**config.mk**
```make
export PLATFORM = sky130hd
export DESIGN_NAME = pioc_port
export DESIGN_NICKNAME = d
export VERILOG_FILES = /design/src/rtl/pioc_pkg.sv /design/src/rtl/pioc_edge_if.sv /design/src/rtl/pioc_edge.sv /design/src/rtl/pioc_port.sv
export SDC_FILE = /design/constraint.sdc
export NUM_CORES = 1
export LEC_CHECK = 0
export BUFFER_PORTS_ARGS = -buffer_cell sky130_fd_sc_hd__buf_2
export CAP_MARGIN = 20
export CORE_MARGIN = 4
export CORE_UTILIZATION = 35
export CTS_CLUSTER_DIAMETER = 100
export DETAILED_ROUTE_END_ITERATION = 8
export PLACE_DENSITY = 0.55
export SETUP_SLACK_MARGIN = 0.15
export SYNTH_ARGS = -nofsm -noshare
export SYNTH_HDL_FRONTEND = slang
export SYNTH_HIERARCHICAL = 1
export SYNTH_SLANG_ARGS = --single-unit
```
**constraint.sdc**
```tcl
create_clock -name I_CLK -period 1.05 [get_ports I_CLK]
set_clock_uncertainty 0.05 [all_clocks]
set_input_delay 0.0525 -clock I_CLK [delete_from_list [all_inputs] [get_ports I_CLK]]
set_output_delay 0.0525 -clock I_CLK [all_outputs]
set_load 0.01 [all_outputs]
```
**src/rtl/pioc_pkg.sv**
```systemverilog
package pioc_pkg;
   // Port widths
   localparam int TRI_W   = 3;   // Globally steered port
   localparam int OCT_W   = 8;   // Bit-steered port
   localparam int IN_W    = 3;   // Input-only port
   localparam int REQ_W   = 4;   // Edge requests zero to three
   // Input-only line positions
   localparam int LN_CMP1 = 0;   // First comparator signal input
   localparam int LN_CMP2 = 1;   // Second comparator signal input
   localparam int LN_REF  = 2;   // Shared reference line
   // Request positions
   localparam int RQ_ZERO  = 0;
   localparam int RQ_ONE   = 1;
   localparam int RQ_TWO   = 2;
   localparam int RQ_THREE = 3;
   // Reset values of the mode controls
   localparam logic             TRI_DIR_RST = 1'h1;     // Tri port inputs after reset
   localparam logic [OCT_W-1:0] OCT_DIR_RST = 8'hff;    // Octal port inputs after reset
   localparam logic             OCT_OD_RST  = 1'h1;     // Octal port open drain after reset
   localparam logic             ANA_RST     = 1'h0;     // Digital input mode after reset
   localparam logic             KEEP_DEF    = 1'h1;     // Keeper latches on by default
   // Synchroniser output sense
   typedef enum logic [1:0] {PIOC_EDGE_FALL, PIOC_EDGE_RISE, PIOC_EDGE_ANY} pioc_edge_t;
endpackage : pioc_pkg

```
**src/rtl/pioc_edge_if.sv**
```systemverilog
`timescale 1ns/1ps
`default_nettype none
// Carries a raw level into the edge detector and the qualified level and edges out
interface pioc_edge_if;
   logic raw;    // Asynchronous level
   logic lvl;    // Synchronised level
   logic rise;   // One-cycle rising pulse
   logic fall;   // One-cycle falling pulse
   modport src (output raw, input lvl, input rise, input fall);
   modport det (input raw, output lvl, output rise, output fall);
endinterface : pioc_edge_if
`default_nettype wire

```
**src/rtl/pioc_edge.sv**
```systemverilog
`timescale 1ns/1ps
`default_nettype none
// Three-flop synchroniser with edge detection from the last two stages
module pioc_edge
   import pioc_pkg::*;
(
   // Clock and reset
   input wire logic  I_CLK,
   input wire logic  I_NRST,
   // Edge carrier
   pioc_edge_if.det  e
);
   logic [2:0] sh_q;   // Stage 0 only feeds stage 1
   logic [2:0] sh_d;
   logic       st_q;   // Last agreed level
   logic       st_d;

   // Shift in and accept a change once stages one and two agree
   always_comb begin
      sh_d = {sh_q[1:0], e.raw};
      st_d = st_q;
      if (sh_q[1] == sh_q[2]) begin
         st_d = sh_q[2];
      end
   end

   always_ff @(posedge I_CLK) begin
      if (!I_NRST) begin
         // Keep sampling through reset so the agreed level matches the line on release;
         // a fixed zero here would report a false rising edge on lines that idle high
         sh_q <= sh_d;
         st_q <= sh_q[2];
      end else begin
         sh_q <= sh_d;
         st_q <= st_d;
      end
   end

   // Each qualified change produces exactly one pulse
   assign e.lvl  = st_q;
   assign e.rise = st_d & ~st_q & I_NRST;
   assign e.fall = ~st_d & st_q & I_NRST;
endmodule : pioc_edge
`default_nettype wire

```
**src/rtl/pioc_port.sv**
```systemverilog
`timescale 1ns/1ps
`default_nettype none
module pioc_port
   import pioc_pkg::*;
#(
   parameter logic KEEP_EN = KEEP_DEF   // Build option for keeper latches
)(
   // Clock and reset
   input  wire logic             I_CLK,
   input  wire logic             I_NRST,
   // Core control
   input  wire logic             I_TRI_DIR_IN,    // 1: whole tri port is input
   input  wire logic [OCT_W-1:0] I_OCT_DIR_IN,    // 1: line is input
   input  wire logic             I_OCT_OD,        // 1: open drain, 0: push-pull
   input  wire logic             I_ANALOG,        // 1: comparators active
   input  wire logic             I_STOP,          // Stop standby mode
   input  wire logic             I_CFG_WE,        // Loads the four controls above, not I_STOP
   input  wire logic [TRI_W-1:0] I_TRI_OUT,       // Tri port output data
   input  wire logic [OCT_W-1:0] I_OCT_OUT,       // Octal port output data
   input  wire logic [REQ_W-1:0] I_REQ_CLR,       // Clears request flags
   // Tri port pins
   input  wire logic [TRI_W-1:0] I_TRI_PIN,
   output logic      [TRI_W-1:0] O_TRI_PIN,
   output logic      [TRI_W-1:0] O_TRI_OE_N,
   // Octal port pins
   input  wire logic [OCT_W-1:0] I_OCT_PIN,
   output logic      [OCT_W-1:0] O_OCT_PIN,
   output logic      [OCT_W-1:0] O_OCT_OE_N,
   // Input-only lines: digital level and comparator results
   input  wire logic [IN_W-1:0]  I_IN_PIN,
   input  wire logic             I_CMP1_RAW,      // Analog first input above reference
   input  wire logic             I_CMP2_RAW,      // Analog second input above reference
   // Results to the core
   output logic      [TRI_W-1:0] O_TRI_DATA,
   output logic      [OCT_W-1:0] O_OCT_DATA,
   output logic      [IN_W-1:0]  O_IN_DATA,
   output logic      [REQ_W-1:0] O_REQ,           // Sticky edge request flags
   output logic                  O_TIMER_IN,      // External timer input
   output logic                  O_CMP_PWR,       // Comparator power enable
   output logic                  O_KEEP_EN        // Keeper latch enable
);
   // Mode registers
   logic             tri_dir_q, tri_dir_d;
   logic [OCT_W-1:0] oct_dir_q, oct_dir_d;
   logic             oct_od_q,  oct_od_d;
   logic             ana_q,     ana_d;
   // Pin drive registers
   logic [TRI_W-1:0] tri_o_q, tri_o_d, tri_oe_q, tri_oe_d;
   logic [OCT_W-1:0] oct_o_q, oct_o_d, oct_oe_q, oct_oe_d;
   // Data, keepers and flags
   logic [TRI_W-1:0] tri_k_q, tri_k_d;
   logic [OCT_W-1:0] oct_k_q, oct_k_d;
   logic [IN_W-1:0]  in_q,    in_d;
   logic [REQ_W-1:0] req_q,   req_d;
   logic             tin_q,   tin_d;
   logic             pwr_q,   pwr_d;
   // Synchronised input-only lines and comparators
   logic [IN_W-1:0]  in_lvl, in_rise, in_fall;
   logic             c1_lvl, c1_fall, c2_rise, c2_fall, c2_lvl;
   logic             cmp_on;
   // Synchronised bidirectional pin levels
   logic [TRI_W-1:0] tri_lvl;
   logic [OCT_W-1:0] oct_lvl;

   // One synchroniser per input-only line
   generate
      for (genvar g = 0; g < IN_W; g++) begin : g_in
         pioc_edge_if ei ();
         assign ei.raw = I_IN_PIN[g];
         pioc_edge u_e (.I_CLK(I_CLK), .I_NRST(I_NRST), .e(ei));
         assign in_lvl[g]  = ei.lvl;
         assign in_rise[g] = ei.rise;
         assign in_fall[g] = ei.fall;
      end
   endgenerate

   // Board pins are asynchronous, so each readback passes three flops as well;
   // the cost is a few cycles of extra read latency on the port data
   generate
      for (genvar g = 0; g < TRI_W; g++) begin : g_tri
         pioc_edge_if ep ();
         assign ep.raw = I_TRI_PIN[g];
         pioc_edge u_e (.I_CLK(I_CLK), .I_NRST(I_NRST), .e(ep));
         assign tri_lvl[g] = ep.lvl;
      end
      for (genvar g = 0; g < OCT_W; g++) begin : g_oct
         pioc_edge_if ep ();
         assign ep.raw = I_OCT_PIN[g];
         pioc_edge u_e (.I_CLK(I_CLK), .I_NRST(I_NRST), .e(ep));
         assign oct_lvl[g] = ep.lvl;
      end
   endgenerate

   // Comparator outputs come from analog cells, so they are synchronised too
   pioc_edge_if ec1 ();
   pioc_edge_if ec2 ();
   assign ec1.raw = I_CMP1_RAW & cmp_on;
   assign ec2.raw = I_CMP2_RAW & cmp_on;
   pioc_edge u_c1 (.I_CLK(I_CLK), .I_NRST(I_NRST), .e(ec1));
   pioc_edge u_c2 (.I_CLK(I_CLK), .I_NRST(I_NRST), .e(ec2));
   assign c1_lvl  = ec1.lvl;
   assign c1_fall = ec1.fall;
   assign c2_lvl  = ec2.lvl;
   assign c2_rise = ec2.rise;
   assign c2_fall = ec2.fall;

   // Comparators run only in analog mode and never in stop
   assign cmp_on = ana_q & ~I_STOP;

   // Mode control next state
   always_comb begin
      tri_dir_d = tri_dir_q;
      oct_dir_d = oct_dir_q;
      oct_od_d  = oct_od_q;
      ana_d     = ana_q;
      if (I_CFG_WE) begin
         tri_dir_d = I_TRI_DIR_IN;
         oct_dir_d = I_OCT_DIR_IN;
         oct_od_d  = I_OCT_OD;
         ana_d     = I_ANALOG;
      end
   end

   // Pin drive next state; enables are low while driving
   always_comb begin
      tri_o_d  = I_TRI_OUT;
      tri_oe_d = {TRI_W{tri_dir_q}};   // One setting for all three lines
      oct_o_d  = I_OCT_OUT;
      for (int i = 0; i < OCT_W; i++) begin
         // Per-line direction open drain only drives low
         oct_oe_d[i] = oct_dir_q[i] | (oct_od_q & I_OCT_OUT[i]);
      end
   end

   // Input data, keepers, requests and timer input
   always_comb begin
      // Keeper on: input lines read the pin and output lines their output register; keeper off: all lines read the pin
      tri_k_d = tri_k_q;
      oct_k_d = oct_k_q;
      if (KEEP_EN) begin
         tri_k_d = tri_dir_q ? tri_lvl : tri_o_q;
         for (int i = 0; i < OCT_W; i++) begin
            oct_k_d[i] = oct_dir_q[i] ? oct_lvl[i] : oct_o_q[i];
         end
      end else begin
         tri_k_d = tri_lvl;
         oct_k_d = oct_lvl;
      end
      // Input-only data: comparator results in analog mode
      in_d = in_lvl;
      if (ana_q) begin
         in_d[LN_CMP1] = c1_lvl;
         in_d[LN_CMP2] = c2_lvl;
      end
      // Sticky flags; a new edge wins over a clear
      req_d = req_q & ~I_REQ_CLR;
      if (ana_q) begin
         req_d[RQ_ZERO]  = req_d[RQ_ZERO]  | c1_fall;
         req_d[RQ_TWO]   = req_d[RQ_TWO]   | c2_rise | c2_fall;
      end else begin
         req_d[RQ_ZERO]  = req_d[RQ_ZERO]  | in_fall[LN_CMP1];
         req_d[RQ_TWO]   = req_d[RQ_TWO]   | in_fall[LN_CMP2];
         // Reference line free as a digital request source
         req_d[RQ_ONE]   = req_d[RQ_ONE]   | in_fall[LN_REF];
      end
      // Rising edge of the first line feeds request three
      req_d[RQ_THREE] = req_d[RQ_THREE] | in_rise[LN_CMP1];
      // Timer input from first line or first comparator
      tin_d = ana_q ? c1_lvl : in_lvl[LN_CMP1];
      pwr_d = cmp_on;
   end

   // Registers
   always_ff @(posedge I_CLK) begin
      if (!I_NRST) begin
         tri_dir_q <= TRI_DIR_RST;
         oct_dir_q <= OCT_DIR_RST;
         oct_od_q  <= OCT_OD_RST;
         ana_q     <= ANA_RST;
         tri_o_q   <= '0;
         tri_oe_q  <= '1;
         oct_o_q   <= '0;
         oct_oe_q  <= '1;
         // Keeper content after reset is a don't-care for software
         tri_k_q   <= '0;
         oct_k_q   <= '0;
         in_q      <= '0;
         req_q     <= '0;
         tin_q     <= 1'h0;
         pwr_q     <= 1'h0;
      end else begin
         tri_dir_q <= tri_dir_d;
         oct_dir_q <= oct_dir_d;
         oct_od_q  <= oct_od_d;
         ana_q     <= ana_d;
         tri_o_q   <= tri_o_d;
         tri_oe_q  <= tri_oe_d;
         oct_o_q   <= oct_o_d;
         oct_oe_q  <= oct_oe_d;
         tri_k_q   <= tri_k_d;
         oct_k_q   <= oct_k_d;
         in_q      <= in_d;
         req_q     <= req_d;
         tin_q     <= tin_d;
         pwr_q     <= pwr_d;
      end
   end

   // Outputs straight from flip-flops, except the keeper enable, which is the KEEP_EN parameter
   assign O_TRI_PIN  = tri_o_q;
   assign O_TRI_OE_N = tri_oe_q;
   assign O_OCT_PIN  = oct_o_q;
   assign O_OCT_OE_N = oct_oe_q;
   assign O_TRI_DATA = tri_k_q;
   assign O_OCT_DATA = oct_k_q;
   assign O_IN_DATA  = in_q;
   assign O_REQ      = req_q;
   assign O_TIMER_IN = tin_q;
   assign O_CMP_PWR  = pwr_q;
   assign O_KEEP_EN  = KEEP_EN;
endmodule : pioc_port
`default_nettype wire

```
# After elaboration in Yosys (flattened, before gate mapping)
# Index checks and enable logic that the tools add are counted.
# totals
regBits	115
in_bits	46
out_inout_bits	43
wordCells	169
# op_classes
n_eq_ne	27
mux	46
bitwise	50
# op_table
operator	n
$mux W1	44
$and A1 B1 Y1	25
$ne A2 B1 Y1 const B	11
$eq A1 B1 Y1	16
$or A1 B1 Y1	15
$not A1 Y1	8
$and A4 B4 Y4	1
$not A4 Y4	1
$mux W3	1
$mux W2	1

# Longest topological paths before layout
# logic_depth
word_depth	7
mapped_depth	4
mapped_depth_nobuf	4

# Hierarchy
# The synthesis kept the hierarchy.
# by_module_without_submodules
mod	instances	cells_each	area_per_inst_um2	seq_area_each_um2
pioc_edge	16	9	122.6	80.1
pioc_port	1	149	1662.8	1001.0

# Worst setup path before layout
# OpenSTA, ideal clock, no wires.
# synth_path
kind	register to register
from	register u_c2.st_q, in the netlist u_c2/e.lvl
to	register req_q[2], in the netlist O_REQ[2]
setup_time_ns	0.124
arrival_ns	0.768
required_time_ns	0.876
setup_slack_ns	0.108
path_stages_with_launch	4
n_path_buf	0
period_less_slack_ns	0.942
cell_sequence	dfxtp_1 > and4b_2 > o21ai_0 > a31oi_1
# synth_between
elab_chain_len	6
word_cells_on_any_way	10
classes_between	2 x mux; 8 x bitwise
# synth_lines
element	line_no	rtl
from (decl)	pioc_edge.sv:15	logic st_q;
from (signal assigned)	pioc_edge.sv:32	st_q <= sh_q[2];
from (signal assigned)	pioc_edge.sv:35	st_q <= st_d;
$mux W1 / $not A1 Y1 (equally long branches)	pioc_edge.sv:22, pioc_edge.sv:41	
$and A1 B1 Y1 (*) (2 in a row)	pioc_edge.sv:41	assign e.rise = st_d & ~st_q & I_NRST;
net c2_rise	pioc_port.sv:59	logic c1_lvl, c1_fall, c2_rise, c2_fall, c2_lvl;
$or A1 B1 Y1 (*) (2 in a row)	pioc_port.sv:159	req_d[RQ_TWO] = req_d[RQ_TWO] | c2_rise | c2_fall;
$mux W1 (*)	pioc_port.sv:157	if (ana_q) begin
to (signal assigned)	pioc_port.sv:203	req_q <= req_d;
to (decl)	pioc_port.sv:54	logic [REQ_W-1:0] req_q, req_d;
# Mark *: on every way through the listed nets, which the timed path passes. The rest lies on a longest branch.
# A chain may end at the register's enable or synchronous reset.

==> flow_summary.yaml <==
drt:
  wirelength_mm: 7.34
  drtIter0Drc: 56
  vias: 2438
  via_per_inst: 4.33
  detail-route-antenna-nets: 0
  drc: 0
  avgRoutedWirePerCell_um: 13.0
  dr.pass1.iters: 4
worst_setup_path:
  rrSetupSlack_ns: 0.10
  cp_max_fo: 2
  reg2regPathDepth: 4
  reg2reg_to: "O_REQ[2]"
  worstSetupPathType: "reg -> out"
  endpoint_kind: "primary output"
  crit_chain: "buf_6"
  reg2reg_from: "u_c2/sh_q[1]"
  worst-path-buf-inv: 1
  worstPathArrival_ns: 0.94
  path_delay_family: "flip-flops"
  start_kind: "flip-flop"
  required_ns: 0.95
  cp_slowest_cell: "dfxtp_2"
  max_stage_delay_ns: 0.35
clock_network:
  clockBufferDepth: 2
  cts.sinks: 114
  insertion_delay_ns: 0.49
  clk_pin_slew_ns: 0.05
  cts_tree: "done"
  cts_buffers: 17
  cts_max_level: 4
  cts-root-buf: "clkbuf_8"
  holdBufCountCts: 51
logic_synthesis:
  avgSynthCellArea_sq_um: 12.6
  synth_nets: 314
  netlist_instances: 268
  yosys_warnings: 6
  netlist_area_sq_um: 3380
floorplanning:
  rows: 35
  boundaryPins: 89
  dieArea_sq_um: 11300
  die_h_um: 106
  die_w_um: 106
  initial_core_util_pct: 36.3
  coreArea_sq_um: 9330
final_layout:
  drive_gt1_share_pct: 44.7
  layout_commonest_cell: "dfxtp_1"
  final_cell_mix: "77 x dfxtp_1, 60 x buf_2, 49 x dlygate4sd3_1, 36 x dfxtp_2, 27 x buf_6"
  final_cells: 563
  n_antenna_cell: 0
  fillers: 779
  final_nets: 468
  area_growth_pct: 59.9
  finalInstanceArea_sq_um: 5410
timing:
  hold_viol: 0
  setup_violations: 0
  slew_viol_final: 0
  rsz0062_at_grt: "true"
  whs_ns: 0.00597
  setup_slack_ns: 0.00423
  fin_crit_ns: 1.05
  period_share_pct: 99.6
  fmax_mhz: 956
power_and_ir_drop:
  irDropWorstVdd_uv: 1030
  power-per-cell-area_nw_per_um2: 2080
  finalPower_mw: 11.2
  p_leak_nw: 2.47
placement:
  dp_hpwl_mm: 4.37
  io_buffers: 87
  gp_congestion: 0.724
  postPlaceCellArea_sq_um: 4040
  place_inst: 478
  pre_cts_slack_ns: -0.0000885
grt:
  grt_pass1_vias: 2411
  grt_pass1_wl_mm: 11.9
  antenna_found_initial: 0
  grt_overflow: 0
  grt.total_usage_pct: 13.7
  grt_max_degree: 27
hold_path:
  hp-start: "I_CFG_WE"
  whs_path_depth: 3
  min_path_type: "in -> reg"
  hold_end: "oct_dir_q[5]"
status:
  outcome: "finished, final reports clean"
run:
  drv_cap: 0
[area by class of cell]
type                            instances  area, sq um  area share [%]
Inverter                                1         3.75          0.0694
Multi-Input combinational cell        141         1100            20.3
Clock buffer                           21          459            8.49
Clock inverter                         10          133            2.45
Sequential cell                       114         2330            43.1
Tap cell                              129          161            2.98
Timing Repair Buffer                  147         1220            22.6
[per-stage QoR]
| stage | setup TNS (ns) | utilization (%) |
|---|---|---|
| finish | 0 | 58.0 |
| global route | -0.790 | 58.0 |
| CTS | -0.170 | 57.0 |
| detailed placement | -0.0000885 | 43.3 |
| global placement | 0 | 43.3 |
| floorplan | 0 | - |
[worst min-delay path: cells and delay by family]
kind | cells | cell delay (ns)
muxes | 1 | 0.16
buffers and inverters | 1 | 0.23
and+or+nand+nor | 1 | 0.05
[flip-flops by register name (all words and copies together), names as in the netlist, 3 cells and up]
register         flops
u_c1/sh_q            3
g_oct.u_e/sh_q      24
O_OCT_PIN            8
O_TRI_DATA           3
g_in.u_e/sh_q        9
g_tri.u_e/e.lvl      3
O_IN_DATA            3
O_OCT_OE_N           8
O_REQ                4
g_in.u_e/e.lvl       3
g_tri.u_e/sh_q       9
oct_dir_q            8
g_oct.u_e/e.lvl      8
O_TRI_PIN            3
O_OCT_DATA           8
u_c2/sh_q            3
[power by group]
part	internal (mW)	total (mW)	switching, mW	leakage (nW)
Clock	3.77	5.61	1.84	0.297
Combinational	0.545	0.852	0.306	1.22
Sequential	4.62	4.78	0.161	0.958
Total	8.93	11.2	2.31	2.47
[repair_timing]
item,4_1_cts,5_1_grt
buffers inserted,2,1
gates resized for setup,48,23
pin swaps,1,6
endpoints found under the hold margin,53,3
setup endpoints to repair,60,63
[layer usage]
layer | GRT usage [%] | vias to the layer above | wire length [um]
met5 | 0 | - | 0
met4 | 5.27 | 0 | 70
met3 | 5.16 | 7 | 459
met2 | 20.6 | 68 | 3330
met1 | 17.7 | 1136 | 3480
li1 | - | 1227 | -
[how the worst max path moves through the flow]
stage / from / to / depth (start not counted)
6_report: O_IN_DATA[0] / O_TIMER_IN / 1
5_1_grt: O_IN_DATA[0] / O_TIMER_IN / 1
4_1_cts: O_OCT_PIN[0] / O_OCT_PIN[0] / 1
3_5_place_dp: I_NRST / O_REQ[1] / 6
3_3_place_gp: I_NRST / O_REQ[2] / 6
2_1_floorplan: g_in[1].u_e/sh_q[1] / O_REQ[2] / 4
No activity file was read; power rests on OpenSTA's default activity.
